--- src/rtl/cad_regs.svh ---
// register offsets, field positions, reset values and timing counts of the datapath
// assumes a core clock of 125 MHz and a decoder that serialises all operations
//
// Contract
// [RQ1] integer alu is 16 bits: add, subtract, shifts, logic, two's complement
// [RQ2] alu updates carry, zero, negative, overflow and nibble carry flags per operation
// [RQ3] on subtraction carry means no borrow and nibble carry means no digit borrow
// [RQ4] byte or word operation chosen by the instruction size mode
// [RQ5] operands from working registers or memory; result may go to either
// [RQ6] 17x17 multiplier: 16x16 all sign mixes, 16 by 5-bit literal, 8x8 unsigned
// [RQ7] divider does 32/16 and 16/16, both signed or both unsigned
// [RQ8] quotient goes to working register zero, remainder to working register one
// [RQ9] divisor any register; 32-bit dividend an aligned pair, odd holds upper half
// [RQ10] divide takes one cycle per divisor bit, same count for both forms
// [RQ11] dsp engine: 17x17 multiplier, shifter, 40-bit adder, two accumulators
// [RQ12] dsp never runs beside another operation; one instruction may use both
// [RQ13] accumulator add, subtract and negate need no data operands
// [RQ14] control selects fractional/integer, signed/unsigned, conventional/convergent rounding
// [RQ15] separate clamp enables for accumulator a, b and memory writes; clamp width
// [RQ16] dsp operation set; write back only for clear, mac, prefetch, multiply-subtract
// [RQ17] file direct uses instruction address; register direct uses register contents
// [RQ18] indirect uses pointer as address; post-modified then steps the pointer
// [RQ19] pre-modified first steps pointer by signed constant, then uses it
// [RQ20] indexed adds pointer and offset register; literal offset adds a literal
// [RQ21] enabled clamping limits results to most positive or negative of the width
// [RQ22] prefetch pointers limited to four registers, two for x, two for y
`ifndef CAD_REGS_SVH
`define CAD_REGS_SVH

`define CAD_OFF_CTRL      4'h0
`define CAD_OFF_FLAGS     4'h1
`define CAD_OFF_ACCUM_A_LO   4'h2
`define CAD_OFF_ACCUM_A_MID  4'h3
`define CAD_OFF_ACCUM_A_HI   4'h4
`define CAD_OFF_ACCUM_B_LO   4'h5
`define CAD_OFF_ACCUM_B_MID  4'h6
`define CAD_OFF_ACCUM_B_HI   4'h7

// core_control_reg fields
`define CAD_CTL_INT_MUL   0
`define CAD_CTL_SIGN_MODE 1
`define CAD_CTL_ROUND     2
`define CAD_CTL_CLAMP_A   3
`define CAD_CTL_CLAMP_B   4
`define CAD_CTL_CLAMP_MEM 5
`define CAD_CTL_WIDTH     6
`define CAD_CTL_RESET     7'h00

// core_flag_register fields
`define CAD_FLG_C         0
`define CAD_FLG_Z         1
`define CAD_FLG_N         2
`define CAD_FLG_V         3
`define CAD_FLG_NIB       4
`define CAD_FLG_RESET     5'h00

`define CAD_DIV_STEPS     5'h10
`define CAD_QUOT_WREG     4'h0
`define CAD_REM_WREG      4'h1
`define CAD_XPF_BASE      4'h8
`define CAD_YPF_BASE      4'ha

`endif

--- src/rtl/cad_pkg.sv ---
// operation, multiply-mode and addressing-mode types of the datapath
// assumes the decoder drives these codes directly
package cad_pkg;

  typedef enum logic [4:0] {
    OP_NOP, OP_ADD, OP_ADDC, OP_SUB, OP_SUBB, OP_AND, OP_IOR, OP_XOR,
    OP_SHL, OP_LSR, OP_ASR, OP_MUL, OP_DIV,
    ACC_CLEAR_OP, SQ_DISTANCE_OP, SQ_DISTANCE_ACCUM_OP, OP_MAC, OP_SQ_ACC,
    PRODUCT_LOAD_OP, OP_SQ_LOAD, NEG_PRODUCT_LOAD_OP, PRODUCT_SUBTRACT_OP,
    PREFETCH_STORE_OP, OP_ACC_ADD, OP_ACC_SUB, OP_ACC_NEG
  } cad_op_e;

  typedef enum logic [2:0] {
    MUL_SGN_SGN, MUL_UNS_UNS, MUL_SGN_UNS, MUL_UNS_SGN,
    MUL_SGN_LIT, MUL_UNS_LIT, MUL_BYTE
  } cad_mul_e;

  typedef enum logic [2:0] {
    EA_FILE_DIRECT, EA_REG_DIRECT, EA_INDIRECT, EA_POST_MOD,
    EA_PRE_MOD, EA_INDEXED, EA_LIT_OFFSET
  } cad_ea_e;

endpackage : cad_pkg

--- src/rtl/cad_datapath.sv ---
// integer alu, multiplier, divider, dsp engine and address unit of the core
// assumes the decoder holds operands steady in the cycle it raises op_valid
`include "cad_regs.svh"

module cad_datapath import cad_pkg::*; (
  input  wire logic        clock,
  input  wire logic        resetn,
  input  wire logic [3:0]  reg_addr,
  input  wire logic [15:0] reg_wdata,
  input  wire logic        reg_wr,
  input  wire logic        reg_rd,
  output logic      [15:0] reg_rdata,
  input  wire logic        op_valid,
  input  wire cad_op_e     op_code,
  input  wire logic        op_byte,
  input  wire logic        op_dst_mem,
  input  wire logic [3:0]  op_dst_reg,
  input  wire cad_mul_e    mul_mode,
  input  wire logic        div_signed,
  input  wire logic        div_long,
  input  wire logic [15:0] op_a,
  input  wire logic [15:0] op_b,
  input  wire logic [15:0] op_hi,
  input  wire logic [4:0]  op_lit,
  input  wire logic        op_acc_b,
  input  wire logic        pf_x_sel,
  input  wire logic        pf_y_sel,
  output logic             op_ready,
  output logic             res_valid_q,
  output logic      [15:0] res_data_q,
  output logic      [15:0] res_hi_q,
  output logic             res_to_mem_q,
  output logic      [3:0]  res_wreg_lo_q,
  output logic      [3:0]  res_wreg_hi_q,
  output logic             acc_wb_valid_q,
  output logic      [15:0] acc_wb_data_q,
  output logic      [3:0]  pf_x_reg_q,
  output logic      [3:0]  pf_y_reg_q,
  output logic      [4:0]  core_flag_register,
  input  wire logic        ea_valid,
  input  wire cad_ea_e     ea_mode,
  input  wire logic [15:0] ea_ptr,
  input  wire logic [15:0] ea_offset,
  input  wire logic [15:0] ea_lit,
  output logic             ea_valid_q,
  output logic      [15:0] ea_q,
  output logic      [15:0] ea_ptr_new_q,
  output logic             ea_ptr_wr_q
);

  logic [6:0]  core_control_reg;
  logic [39:0] accum_a, accum_b;
  logic        div_busy_q, div_fin_q, div_neg_q_q, div_neg_r_q;
  logic [4:0]  div_cnt_q;
  logic [15:0] div_rem_q, div_quo_q, div_den_q;

  wire op_go     = op_valid && op_ready;
  wire is_arith  = op_code inside {OP_ADD, OP_ADDC, OP_SUB, OP_SUBB};
  wire is_logic  = op_code inside {OP_AND, OP_IOR, OP_XOR, OP_SHL, OP_LSR, OP_ASR};
  wire is_dsp    = op_code >= ACC_CLEAR_OP;
  wire is_sqdist = op_code inside {SQ_DISTANCE_OP, SQ_DISTANCE_ACCUM_OP};
  wire is_square = op_code inside {OP_SQ_ACC, OP_SQ_LOAD};

  // [RQ12] one operation at a time
  assign op_ready = !div_busy_q && !div_fin_q;

  wire mode_int    = core_control_reg[`CAD_CTL_INT_MUL];
  wire mode_uns    = core_control_reg[`CAD_CTL_SIGN_MODE];
  wire round_conv  = core_control_reg[`CAD_CTL_ROUND];
  wire clamp_a     = core_control_reg[`CAD_CTL_CLAMP_A];
  wire clamp_b     = core_control_reg[`CAD_CTL_CLAMP_B];
  wire clamp_mem   = core_control_reg[`CAD_CTL_CLAMP_MEM];
  wire clamp_wide  = core_control_reg[`CAD_CTL_WIDTH];

  // [RQ1] [RQ3] subtraction adds the inverted operand, so carry reads as no-borrow
  wire         is_sub  = op_code inside {OP_SUB, OP_SUBB};
  wire [15:0]  b_in    = is_sub ? ~op_b : op_b;
  wire         cin     = (op_code == OP_SUB) ? 1'b1 :
                         (op_code inside {OP_ADDC, OP_SUBB}) ? core_flag_register[`CAD_FLG_C]
                                                             : 1'b0;
  wire [16:0]  sum16   = {1'b0, op_a} + {1'b0, b_in} + {16'h0000, cin};
  wire [8:0]   sum8    = {1'b0, op_a[7:0]} + {1'b0, b_in[7:0]} + {8'h00, cin};
  wire [4:0]   sum4    = {1'b0, op_a[3:0]} + {1'b0, b_in[3:0]} + {4'h0, cin};
  wire [3:0]   sh      = op_lit[3:0];
  wire [15:0]  a_zx    = op_byte ? {8'h00, op_a[7:0]} : op_a;
  wire [15:0]  a_sx    = op_byte ? {{8{op_a[7]}}, op_a[7:0]} : op_a;

  logic [15:0] alu_r;
  always_comb begin
    unique case (op_code)
      OP_AND:  alu_r = op_a & op_b;
      OP_IOR:  alu_r = op_a | op_b;
      OP_XOR:  alu_r = op_a ^ op_b;
      OP_SHL:  alu_r = op_a << sh;
      OP_LSR:  alu_r = a_zx >> sh;
      OP_ASR:  alu_r = 16'($signed(a_sx) >>> sh);
      default: alu_r = sum16[15:0];
    endcase
  end

  // [RQ4] byte mode flags look at the low byte only
  wire [15:0] alu_out  = op_byte ? {8'h00, alu_r[7:0]} : alu_r;
  wire        r_msb    = op_byte ? alu_r[7] : alu_r[15];
  wire        a_msb    = op_byte ? op_a[7] : op_a[15];
  wire        b_msb    = op_byte ? b_in[7] : b_in[15];
  wire        r_zero   = op_byte ? (alu_r[7:0] == 8'h00) : (alu_r == 16'h0000);
  wire        c_out    = op_byte ? sum8[8] : sum16[16];
  wire        v_out    = (a_msb == b_msb) && (r_msb != a_msb);

  // shared 17x17 signed multiplier; operands widened per mode
  logic [16:0] mx, my;
  wire  [16:0] dx  = mode_uns ? {1'b0, op_a} : {op_a[15], op_a};
  wire  [16:0] dy  = mode_uns ? {1'b0, op_b} : {op_b[15], op_b};
  wire  [16:0] dd  = dx - dy;
  always_comb begin
    mx = {op_a[15], op_a};
    my = {op_b[15], op_b};
    if (is_sqdist) begin
      // [RQ12] operand difference dd feeds the dsp multiplier in one instruction
      mx = dd;
      my = dd;
    end else if (is_square) begin
      mx = dx;
      my = dx;
    end else if (is_dsp) begin
      mx = dx;
      my = dy;
    end else begin
      // [RQ6] integer multiply operand widening
      unique case (mul_mode)
        MUL_SGN_SGN: begin mx = {op_a[15], op_a}; my = {op_b[15], op_b}; end
        MUL_UNS_UNS: begin mx = {1'b0, op_a};     my = {1'b0, op_b};     end
        MUL_SGN_UNS: begin mx = {op_a[15], op_a}; my = {1'b0, op_b};     end
        MUL_UNS_SGN: begin mx = {1'b0, op_a};     my = {op_b[15], op_b}; end
        MUL_SGN_LIT: begin mx = {op_a[15], op_a}; my = {12'h000, op_lit}; end
        MUL_UNS_LIT: begin mx = {1'b0, op_a};     my = {12'h000, op_lit}; end
        MUL_BYTE:    begin mx = {9'h000, op_a[7:0]}; my = {9'h000, op_b[7:0]}; end
        default:     begin mx = 17'h00000; my = 17'h00000; end
      endcase
    end
  end
  // [RQ11] 17x17 multiplier
  wire [33:0] mul_p = 34'($signed(mx) * $signed(my));

  // [RQ14] fractional products are shifted left one place
  wire [34:0] prod_sh  = mode_int ? {mul_p[33], mul_p} : {mul_p, 1'b0};
  wire [40:0] prod     = {{6{prod_sh[34]}}, prod_sh};
  wire [39:0] acc_tgt  = op_acc_b ? accum_b : accum_a;
  wire [39:0] acc_oth  = op_acc_b ? accum_a : accum_b;
  wire [40:0] tgt_x    = {acc_tgt[39], acc_tgt};
  wire [40:0] oth_x    = {acc_oth[39], acc_oth};

  // [RQ16] [RQ13] 40-bit adder, one guard bit to detect overflow
  logic [40:0] dsp_sum;
  always_comb begin
    unique case (op_code)
      ACC_CLEAR_OP:                         dsp_sum = 41'h0;
      SQ_DISTANCE_OP, PRODUCT_LOAD_OP,
      OP_SQ_LOAD:                           dsp_sum = prod;
      SQ_DISTANCE_ACCUM_OP, OP_MAC,
      OP_SQ_ACC:                            dsp_sum = tgt_x + prod;
      NEG_PRODUCT_LOAD_OP:                  dsp_sum = 41'h0 - prod;
      PRODUCT_SUBTRACT_OP:                  dsp_sum = tgt_x - prod;
      OP_ACC_ADD:                           dsp_sum = tgt_x + oth_x;
      OP_ACC_SUB:                           dsp_sum = tgt_x - oth_x;
      OP_ACC_NEG:                           dsp_sum = 41'h0 - tgt_x;
      default:                              dsp_sum = tgt_x;
    endcase
  end

  // [RQ21] clamp to the narrow 32-bit or full 40-bit range
  function automatic logic [39:0] clamp40(input logic [40:0] s, input logic en,
                                          input logic wide);
    logic ovf;
    ovf = wide ? (s[40] != s[39]) : !(s[40:31] == 10'h000 || s[40:31] == 10'h3ff);
    if (!en || !ovf)
      return s[39:0];
    if (wide)
      return s[40] ? 40'h8000000000 : 40'h7fffffffff;
    return s[40] ? 40'hff80000000 : 40'h007fffffff;
  endfunction : clamp40

  // [RQ15] per-accumulator clamp enable
  wire [39:0] acc_new = clamp40(dsp_sum, op_acc_b ? clamp_b : clamp_a, clamp_wide);

  // [RQ14] convergent rounding leaves an exact half on an even result
  wire        add_half = round_conv || (acc_oth[15:0] != 16'h8000) || acc_oth[16];
  wire [40:0] rnd      = oth_x + (add_half ? 41'h0000008000 : 41'h0);
  wire        rnd_ovf  = !(rnd[40:31] == 10'h000 || rnd[40:31] == 10'h3ff);
  // [RQ15] memory write clamp
  wire [15:0] wb_word  = (clamp_mem && rnd_ovf) ? (rnd[40] ? 16'h8000 : 16'h7fff)
                                                : rnd[31:16];
  // [RQ16] write back of the other accumulator
  wire        wb_op    = op_code inside {ACC_CLEAR_OP, OP_MAC, PREFETCH_STORE_OP,
                                         PRODUCT_SUBTRACT_OP};

  // [RQ2] flags set by hardware win over a software write in the same cycle
  logic [4:0] flags_d;
  always_comb begin
    flags_d = core_flag_register;
    if (reg_wr && reg_addr == `CAD_OFF_FLAGS)
      flags_d = reg_wdata[4:0];
    if (op_go && (is_arith || is_logic)) begin
      flags_d[`CAD_FLG_Z] = r_zero;
      flags_d[`CAD_FLG_N] = r_msb;
    end
    if (op_go && is_arith) begin
      // [RQ3] carry and nibble carry are no-borrow flags on subtraction
      flags_d[`CAD_FLG_C]   = c_out;
      flags_d[`CAD_FLG_V]   = v_out;
      flags_d[`CAD_FLG_NIB] = sum4[4];
    end
  end

  // [RQ7] [RQ9] magnitudes; odd register of the pair arrives as op_hi
  wire        dvd_neg  = div_signed && (div_long ? op_hi[15] : op_a[15]);
  wire        dvs_neg  = div_signed && op_b[15];
  wire [31:0] dvd_raw  = div_long ? {op_hi, op_a} : {{16{div_signed & op_a[15]}}, op_a};
  wire [31:0] dvd_mag  = dvd_neg ? 32'h0 - dvd_raw : dvd_raw;
  wire [15:0] dvs_mag  = dvs_neg ? 16'h0 - op_b : op_b;
  wire [16:0] rem_sh   = {div_rem_q, div_quo_q[15]};
  wire [16:0] rem_try  = rem_sh - {1'b0, div_den_q};
  wire        rem_fits = !rem_try[16];

  // [RQ10] one restoring step per divisor bit, both forms alike
  always_ff @(posedge clock or negedge resetn) begin
    if (!resetn) begin
      div_busy_q  <= 1'b0;
      div_fin_q   <= 1'b0;
      div_cnt_q   <= 5'h00;
      div_rem_q   <= 16'h0000;
      div_quo_q   <= 16'h0000;
      div_den_q   <= 16'h0000;
      div_neg_q_q <= 1'b0;
      div_neg_r_q <= 1'b0;
    end else if (op_go && op_code == OP_DIV) begin
      div_busy_q  <= 1'b1;
      div_cnt_q   <= 5'h00;
      div_rem_q   <= dvd_mag[31:16];
      div_quo_q   <= dvd_mag[15:0];
      div_den_q   <= dvs_mag;
      div_neg_q_q <= dvd_neg ^ dvs_neg;
      div_neg_r_q <= dvd_neg;
    end else if (div_busy_q) begin
      div_rem_q  <= rem_fits ? rem_try[15:0] : rem_sh[15:0];
      div_quo_q  <= {div_quo_q[14:0], rem_fits};
      div_cnt_q  <= div_cnt_q + 5'h01;
      div_busy_q <= (div_cnt_q != `CAD_DIV_STEPS - 5'h01);
      div_fin_q  <= (div_cnt_q == `CAD_DIV_STEPS - 5'h01);
    end else begin
      div_fin_q <= 1'b0;
    end
  end

  // results of alu, multiply and divide
  always_ff @(posedge clock or negedge resetn) begin
    if (!resetn) begin
      res_valid_q   <= 1'b0;
      res_data_q    <= 16'h0000;
      res_hi_q      <= 16'h0000;
      res_to_mem_q  <= 1'b0;
      res_wreg_lo_q <= 4'h0;
      res_wreg_hi_q <= 4'h0;
    end else if (div_fin_q) begin
      // [RQ8] quotient to register zero, remainder to register one
      res_valid_q   <= 1'b1;
      res_data_q    <= div_neg_q_q ? 16'h0 - div_quo_q : div_quo_q;
      res_hi_q      <= div_neg_r_q ? 16'h0 - div_rem_q : div_rem_q;
      res_to_mem_q  <= 1'b0;
      res_wreg_lo_q <= `CAD_QUOT_WREG;
      res_wreg_hi_q <= `CAD_REM_WREG;
    end else begin
      res_valid_q   <= op_go && (is_arith || is_logic || op_code == OP_MUL);
      // [RQ5] destination kind travels with the result
      res_to_mem_q  <= op_dst_mem;
      res_wreg_lo_q <= op_dst_reg;
      res_wreg_hi_q <= op_dst_reg | 4'h1;
      res_data_q    <= (op_code == OP_MUL) ? mul_p[15:0] : alu_out;
      res_hi_q      <= (op_code == OP_MUL) ? mul_p[31:16] : 16'h0000;
    end
  end

  // accumulators, write back and prefetch pointer selection
  always_ff @(posedge clock or negedge resetn) begin
    if (!resetn) begin
      accum_a        <= 40'h0;
      accum_b        <= 40'h0;
      acc_wb_valid_q <= 1'b0;
      acc_wb_data_q  <= 16'h0000;
      pf_x_reg_q     <= `CAD_XPF_BASE;
      pf_y_reg_q     <= `CAD_YPF_BASE;
    end else begin
      acc_wb_valid_q <= op_go && is_dsp && wb_op;
      if (op_go && is_dsp) begin
        if (op_code != PREFETCH_STORE_OP && !op_acc_b)
          accum_a <= acc_new;
        if (op_code != PREFETCH_STORE_OP && op_acc_b)
          accum_b <= acc_new;
        acc_wb_data_q <= wb_word;
        // [RQ22] prefetch pointers limited to two x and two y registers
        pf_x_reg_q    <= `CAD_XPF_BASE | {3'b000, pf_x_sel};
        pf_y_reg_q    <= `CAD_YPF_BASE | {3'b000, pf_y_sel};
      end
    end
  end

  // effective address unit
  logic [15:0] ea_d, ptr_d;
  logic        ptr_wr_d;
  always_comb begin
    ea_d     = ea_ptr;
    ptr_d    = ea_ptr;
    ptr_wr_d = 1'b0;
    unique case (ea_mode)
      // [RQ17] explicit address or register contents
      EA_FILE_DIRECT: ea_d = ea_lit;
      EA_REG_DIRECT:  ea_d = ea_ptr;
      // [RQ18] pointer used as address; post-modified mode then steps it
      EA_INDIRECT:    ea_d = ea_ptr;
      EA_POST_MOD: begin
        ptr_d    = ea_ptr + ea_lit;
        ptr_wr_d = 1'b1;
      end
      // [RQ19] pointer stepped, then used
      EA_PRE_MOD: begin
        ea_d     = ea_ptr + ea_lit;
        ptr_d    = ea_ptr + ea_lit;
        ptr_wr_d = 1'b1;
      end
      // [RQ20] base plus offset register or literal
      EA_INDEXED:     ea_d = ea_ptr + ea_offset;
      EA_LIT_OFFSET:  ea_d = ea_ptr + ea_lit;
      default:        ea_d = ea_ptr;
    endcase
  end

  always_ff @(posedge clock or negedge resetn) begin
    if (!resetn) begin
      ea_valid_q   <= 1'b0;
      ea_q         <= 16'h0000;
      ea_ptr_new_q <= 16'h0000;
      ea_ptr_wr_q  <= 1'b0;
    end else begin
      ea_valid_q   <= ea_valid;
      ea_ptr_wr_q  <= ea_valid && ptr_wr_d;
      ea_q         <= ea_d;
      ea_ptr_new_q <= ptr_d;
    end
  end

  // register port; unmapped reads return zero
  wire [15:0] rd_mux =
    (reg_addr == `CAD_OFF_CTRL)     ? {9'h000, core_control_reg} :
    (reg_addr == `CAD_OFF_FLAGS)    ? {11'h000, core_flag_register} :
    (reg_addr == `CAD_OFF_ACCUM_A_LO)  ? accum_a[15:0] :
    (reg_addr == `CAD_OFF_ACCUM_A_MID) ? accum_a[31:16] :
    (reg_addr == `CAD_OFF_ACCUM_A_HI)  ? {8'h00, accum_a[39:32]} :
    (reg_addr == `CAD_OFF_ACCUM_B_LO)  ? accum_b[15:0] :
    (reg_addr == `CAD_OFF_ACCUM_B_MID) ? accum_b[31:16] :
    (reg_addr == `CAD_OFF_ACCUM_B_HI)  ? {8'h00, accum_b[39:32]} : 16'h0000;

  always_ff @(posedge clock or negedge resetn) begin
    if (!resetn) begin
      core_control_reg   <= `CAD_CTL_RESET;
      core_flag_register <= `CAD_FLG_RESET;
      reg_rdata          <= 16'h0000;
    end else begin
      core_flag_register <= flags_d;
      reg_rdata          <= reg_rd ? rd_mux : 16'h0000;
      if (reg_wr && reg_addr == `CAD_OFF_CTRL)
        core_control_reg <= reg_wdata[6:0];
    end
  end

  // checks
  property p_div_result;
    @(posedge clock) disable iff (!resetn)
      (op_go && op_code == OP_DIV) |-> ##18 (res_valid_q && res_wreg_lo_q == 4'h0
                                             && res_wreg_hi_q == 4'h1);
  endproperty
  a_div_result: assert property (p_div_result) else $error("divide result late or misrouted"); // [RQ8]

  property p_div_hold;
    @(posedge clock) disable iff (!resetn)
      (op_go && op_code == OP_DIV) |=> !op_ready [*8];
  endproperty
  a_div_hold: assert property (p_div_hold) else $error("ready during divide"); // [RQ10]

  property p_zero_flag;
    @(posedge clock) disable iff (!resetn)
      $past(op_go && is_arith && !op_byte) |->
        core_flag_register[`CAD_FLG_Z] == (res_data_q == 16'h0000);
  endproperty
  a_zero_flag: assert property (p_zero_flag) else $error("zero flag mismatch"); // [RQ2]

  property p_borrow;
    @(posedge clock) disable iff (!resetn)
      (op_go && op_code == OP_SUB && !op_byte) |=>
        core_flag_register[`CAD_FLG_C] == ($past(op_a) >= $past(op_b));
  endproperty
  a_borrow: assert property (p_borrow) else $error("borrow flag wrong"); // [RQ3]

  property p_mul_uu;
    @(posedge clock) disable iff (!resetn)
      (op_go && op_code == OP_MUL && mul_mode == MUL_UNS_UNS) |=>
        {res_hi_q, res_data_q} == {16'h0000, $past(op_a)} * {16'h0000, $past(op_b)};
  endproperty
  a_mul_uu: assert property (p_mul_uu) else $error("unsigned product wrong"); // [RQ6]

  property p_pre_mod;
    @(posedge clock) disable iff (!resetn)
      (ea_valid && ea_mode == EA_PRE_MOD) |=>
        (ea_q == 16'($past(ea_ptr) + $past(ea_lit)) && ea_ptr_new_q == ea_q && ea_ptr_wr_q);
  endproperty
  a_pre_mod: assert property (p_pre_mod) else $error("pre-modified address wrong"); // [RQ19]

  property p_acc_clear;
    @(posedge clock) disable iff (!resetn)
      (op_go && op_code == ACC_CLEAR_OP && !op_acc_b) |=> (accum_a == 40'h0 && acc_wb_valid_q);
  endproperty
  a_acc_clear: assert property (p_acc_clear) else $error("clear did not zero accumulator"); // [RQ16]

  property p_clamp_a;
    @(posedge clock) disable iff (!resetn)
      (op_go && is_dsp && op_code != PREFETCH_STORE_OP && !op_acc_b && clamp_a
       && !clamp_wide) |=>
        (accum_a[39:31] == 9'h000 || accum_a[39:31] == 9'h1ff);
  endproperty
  a_clamp_a: assert property (p_clamp_a) else $error("accumulator a beyond narrow range"); // [RQ21]

  property p_pf_regs;
    @(posedge clock) disable iff (!resetn)
      (op_go && is_dsp) |=> (pf_x_reg_q[3:1] == 3'b100 && pf_y_reg_q[3:1] == 3'b101);
  endproperty
  a_pf_regs: assert property (p_pf_regs) else $error("prefetch pointer outside set"); // [RQ22]

endmodule : cad_datapath

--- config.mk ---
export PLATFORM = sky130hd
export DESIGN_NAME = cad_datapath
export DESIGN_NICKNAME = d
export VERILOG_FILES = /design/src/rtl/cad_pkg.sv /design/src/rtl/cad_datapath.sv
export VERILOG_INCLUDE_DIRS = /design/src /design/src/rtl
export SDC_FILE = /design/constraint.sdc
export NUM_CORES = 2
export LEC_CHECK = 0
export ABC_AREA = 1
export BUFFER_PORTS_ARGS = -buffer_cell sky130_fd_sc_hd__buf_2
export CAP_MARGIN = 30
export CORE_UTILIZATION = 60
export CTS_CLUSTER_DIAMETER = 100
export DETAILED_ROUTE_END_ITERATION = 8
export PLACE_DENSITY = 0.9
export SLEW_MARGIN = 20
export SYNTH_ARGS = -nofsm -noshare
export SYNTH_HDL_FRONTEND = slang
export SYNTH_SLANG_ARGS = --single-unit
export TNS_END_PERCENT = 100
--- constraint.sdc ---
create_clock -name clock -period 19.07 [get_ports clock]
set_input_delay 2.8605 -clock clock [delete_from_list [all_inputs] [get_ports clock]]
set_output_delay 2.8605 -clock clock [all_outputs]
set_load 0.02 [all_outputs]
==> out/results.tsv <==
stage	metric	value	unit
outcome	outcome	finished clean	
min_path	min-delay-start	accum_b[24]	
clock_network	cts.hold.buffers_added	0	
route	final_routed_wire_length_divided_by_cell_count	22.5	um
placement	placement.io_buffers	256	
global_route	globalRouteOverflowTotal	0	
sta	fmax	56.7	MHz
route	detail_route.first_pass.iterations	9	
critical_path	crit_path_start_kind	input pin	
route	first_iter_violations	6505	
clock_network	clk_pin_slew	70	ps
critical_path	critPathRequiredTime	19570	ps
sta	setup-violations-final	0	
critical_path	timing.critical_path.to_type	flop	
sta	rsz0062_at_grt	false	
yosys	synthTopCellsByCount	nand2_1 (1,688), inv_1 (1,026), nor2_1 (679), o21ai_0 (398), a21oi_1 (361)	
critical_path	setup.reg_to_reg.worst_slack	5490	ps
route	drc	0	
finish	reg.largest.list	accum_a x40, accum_b x40	
yosys	yosys.cell_count.top_type	nand2_1	
global_route	pin_count_of_the_biggest_net_entering_global_routing	120	
yosys	synth.area.mux_share	0.000815	
clock_network	clk_latency	620	ps
yosys	synth_top_flop_cell	dfrtp_1	
yosys	synth_enable_flop_cells	0	
yosys	synth.largest_area_cell	dfrtp_1	
yosys	synth_simple_gate_area_share	0.298	
sta	clock_skew	15.9	ps
yosys	synth-compound-area-share	0.169	
clock_network	cts_tree	done	
critical_path	timing.critical_path.mode_cell	nand2_1	
critical_path	crit_type	in -> reg	
min_path	hold_path_depth	2	
floorplanning	fp.dieH	265	um
yosys	synth-adder-area-share	0.221	
floorplanning	die_area	70100	um^2
critical_path	r2r_cells	59	
sta	worstMarginPinSlew	1080	ps
critical_path	arrival	18140	ps
floorplanning	coreArea	67800	um^2
yosys	synth.cell_area	41400	um^2
floorplanning	top_level_ports	272	
sta	timing.final.crit_period	17640	ps
yosys	ys_async_sr_fraction	1.00	
global_route	grt_pass1_vias	43666	
sta	timing_max_transition_violations_final	0	
finish	nets	7269	
clock_network	cts_buffers	31	
yosys	netlist_top_cells_area	dfrtp_1 (16%), nand2_1 (15%), fa_1 (15%), inv_1 (9.3%), ha_1 (7.4%)	
floorplanning	fp-row-count	95	
placement	globalplace.congestion	1.07	
critical_path	critPathMaxStageDelay	580	ps
sta	slew_headroom	0.276	
global_route	number_of_antenna_violations_at_the_first_check_in_global_routing	16	
global_route	grt_first_pass_wirelength	253	mm
route	postRouteWirelength	168	mm
finish	drive_above_1_share	0.0852	
sta	fin_setup_tns	0	ps
floorplanning	floorplan.initialDensity	0.612	
flow_run	maxCapViolations	0	
placement	dp_hpwl	135	mm
clock_network	post_cts.repair.setup_buffers	0	
critical_path	critical_path.max_fanout	40	
sta	final.period_utilization	0.925	
yosys	synthesis.instances	6413	
sta	final_hold_viol_count	0	
critical_path	worstReg2RegStart	core_control_reg[1]	
floorplanning	die_w	265	um
global_route	global_route.usage.total	0.471	
yosys	synth_top_family_by_area	simple AND/OR/NAND/NOR gates	
finish	flow.area_growth_from_synthesis	7.28	%
yosys	synthDominantCellAreaShare	0.155	
yosys	synth.yosys.seq_area_share	0.155	
clock_network	cts_root_buffer	clkbuf_16	
route	ant_nets	0	
clock_network	post_cts.resized_instances	0	
route	drt-vias-per-instance	6.20	
clock_network	cts_sinks	257	
critical_path	slowest_stage	fa_1	
critical_path	timing.rr.end	accum_a[36]	
yosys	synthDistinctLibCells	76	
yosys	syn_avg_cell_area	6.46	um^2
yosys	synthesis.yosys.warnings	0	
yosys	yosys_register_bits	257	
route	routed-via-count	46290	
min_path	timing.hold.worst_endpoint	accum_b[24]	
min_path	hold_path.class	reg -> reg	
yosys	yosys.area_share.xor_xnor	0.0334	
clock_network	h_tree_lvls	1	
clock_network	clk_path_buf_depth	3	
==> layout make-up <==
class / count / area [um^2]
tap: 873 / 1090
multi-input combinational: 4872 / 30000
fill: 6180 / 23300
clock inverter: 17 / 180
clock buffer: 40 / 840
sequential: 257 / 6430
antenna: 4 / 10.0
timing repair buffer: 322 / 1810
inverter: 1087 / 4080
==> cell usage in the layout (no fill, tap or decap), types with 47 or more instances in the layout <==
master   count
xor2_1     132
dfrtp_1    257
nand4_1     70
a21oi_1    360
o22ai_1     47
buf_2      256
nand2_1   1688
fa_1       304
o21ai_0    398
buf_4       62
nand3_1    294
inv_1     1026
nor2_1     677
o21ai_1     50
nor3_1      71
ha_1       245
==> cell families after synthesis <==
| kind of cell | Yosys count |
|---|---|
| multiplexers | 3 |
| AO/OA/AOI/OAI | 1192 |
| other | 2 |
| adder cells (fa/ha/maj) | 549 |
| flip-flops | 257 |
| buffers and inverters | 1289 |
| AND/OR/NAND/NOR | 2963 |
| XOR/XNOR | 158 |
==> critical path: cells and delay by family <==
| family | cells | cell delay [ps] |
|---|---|---|
| AO/OA/AOI/OAI | 15 | 2390 |
| XOR/XNOR | 1 | 180 |
| adder cells (fa/ha/maj) | 10 | 4660 |
| buffers and inverters | 14 | 1930 |
| AND/OR/NAND/NOR | 34 | 6060 |
==> worst max-delay path by stage <==
stage                     slack [ps]          end  depth (start not counted)     from
after floorplan                 5180  accum_a[35]                         74  op_a[0]
after global placement          1760   accum_b[4]                         69  op_a[1]
after detailed placement        1600   accum_b[4]                         69  op_a[0]
after CTS                       2180   accum_b[5]                         69  op_a[0]
after global routing             720  accum_a[36]                         74  op_a[3]
final                           1430  accum_a[36]                         74  op_a[3]
==> per-layer routing <==
metal  up-vias  part of all wire  track usage
met2      3371              0.41        0.682
li1      20876                 -            -
met3       594              0.16        0.150
met1     21433              0.38        0.642
met4        16             0.052        0.210
met5         -           0.00073            0
==> through the flow <==
step	area [um^2]	utilization	hold slack, ps	setup slack [ps]	cells
2_1_floorplan	41500	-	449	5180	6418
3_3_place_gp	43400	0.640	451	1760	7404
3_5_place_dp	43400	0.640	465	1600	7408
4_1_cts	44400	0.655	482	2180	7465
5_1_grt	44500	0.656	503	721	7471
6_report	44500	0.656	483	1430	7472
Power is left out: the tool's default activity adds up to more than one toggle a clock period on the data nets, which glitch-free logic cannot reach.
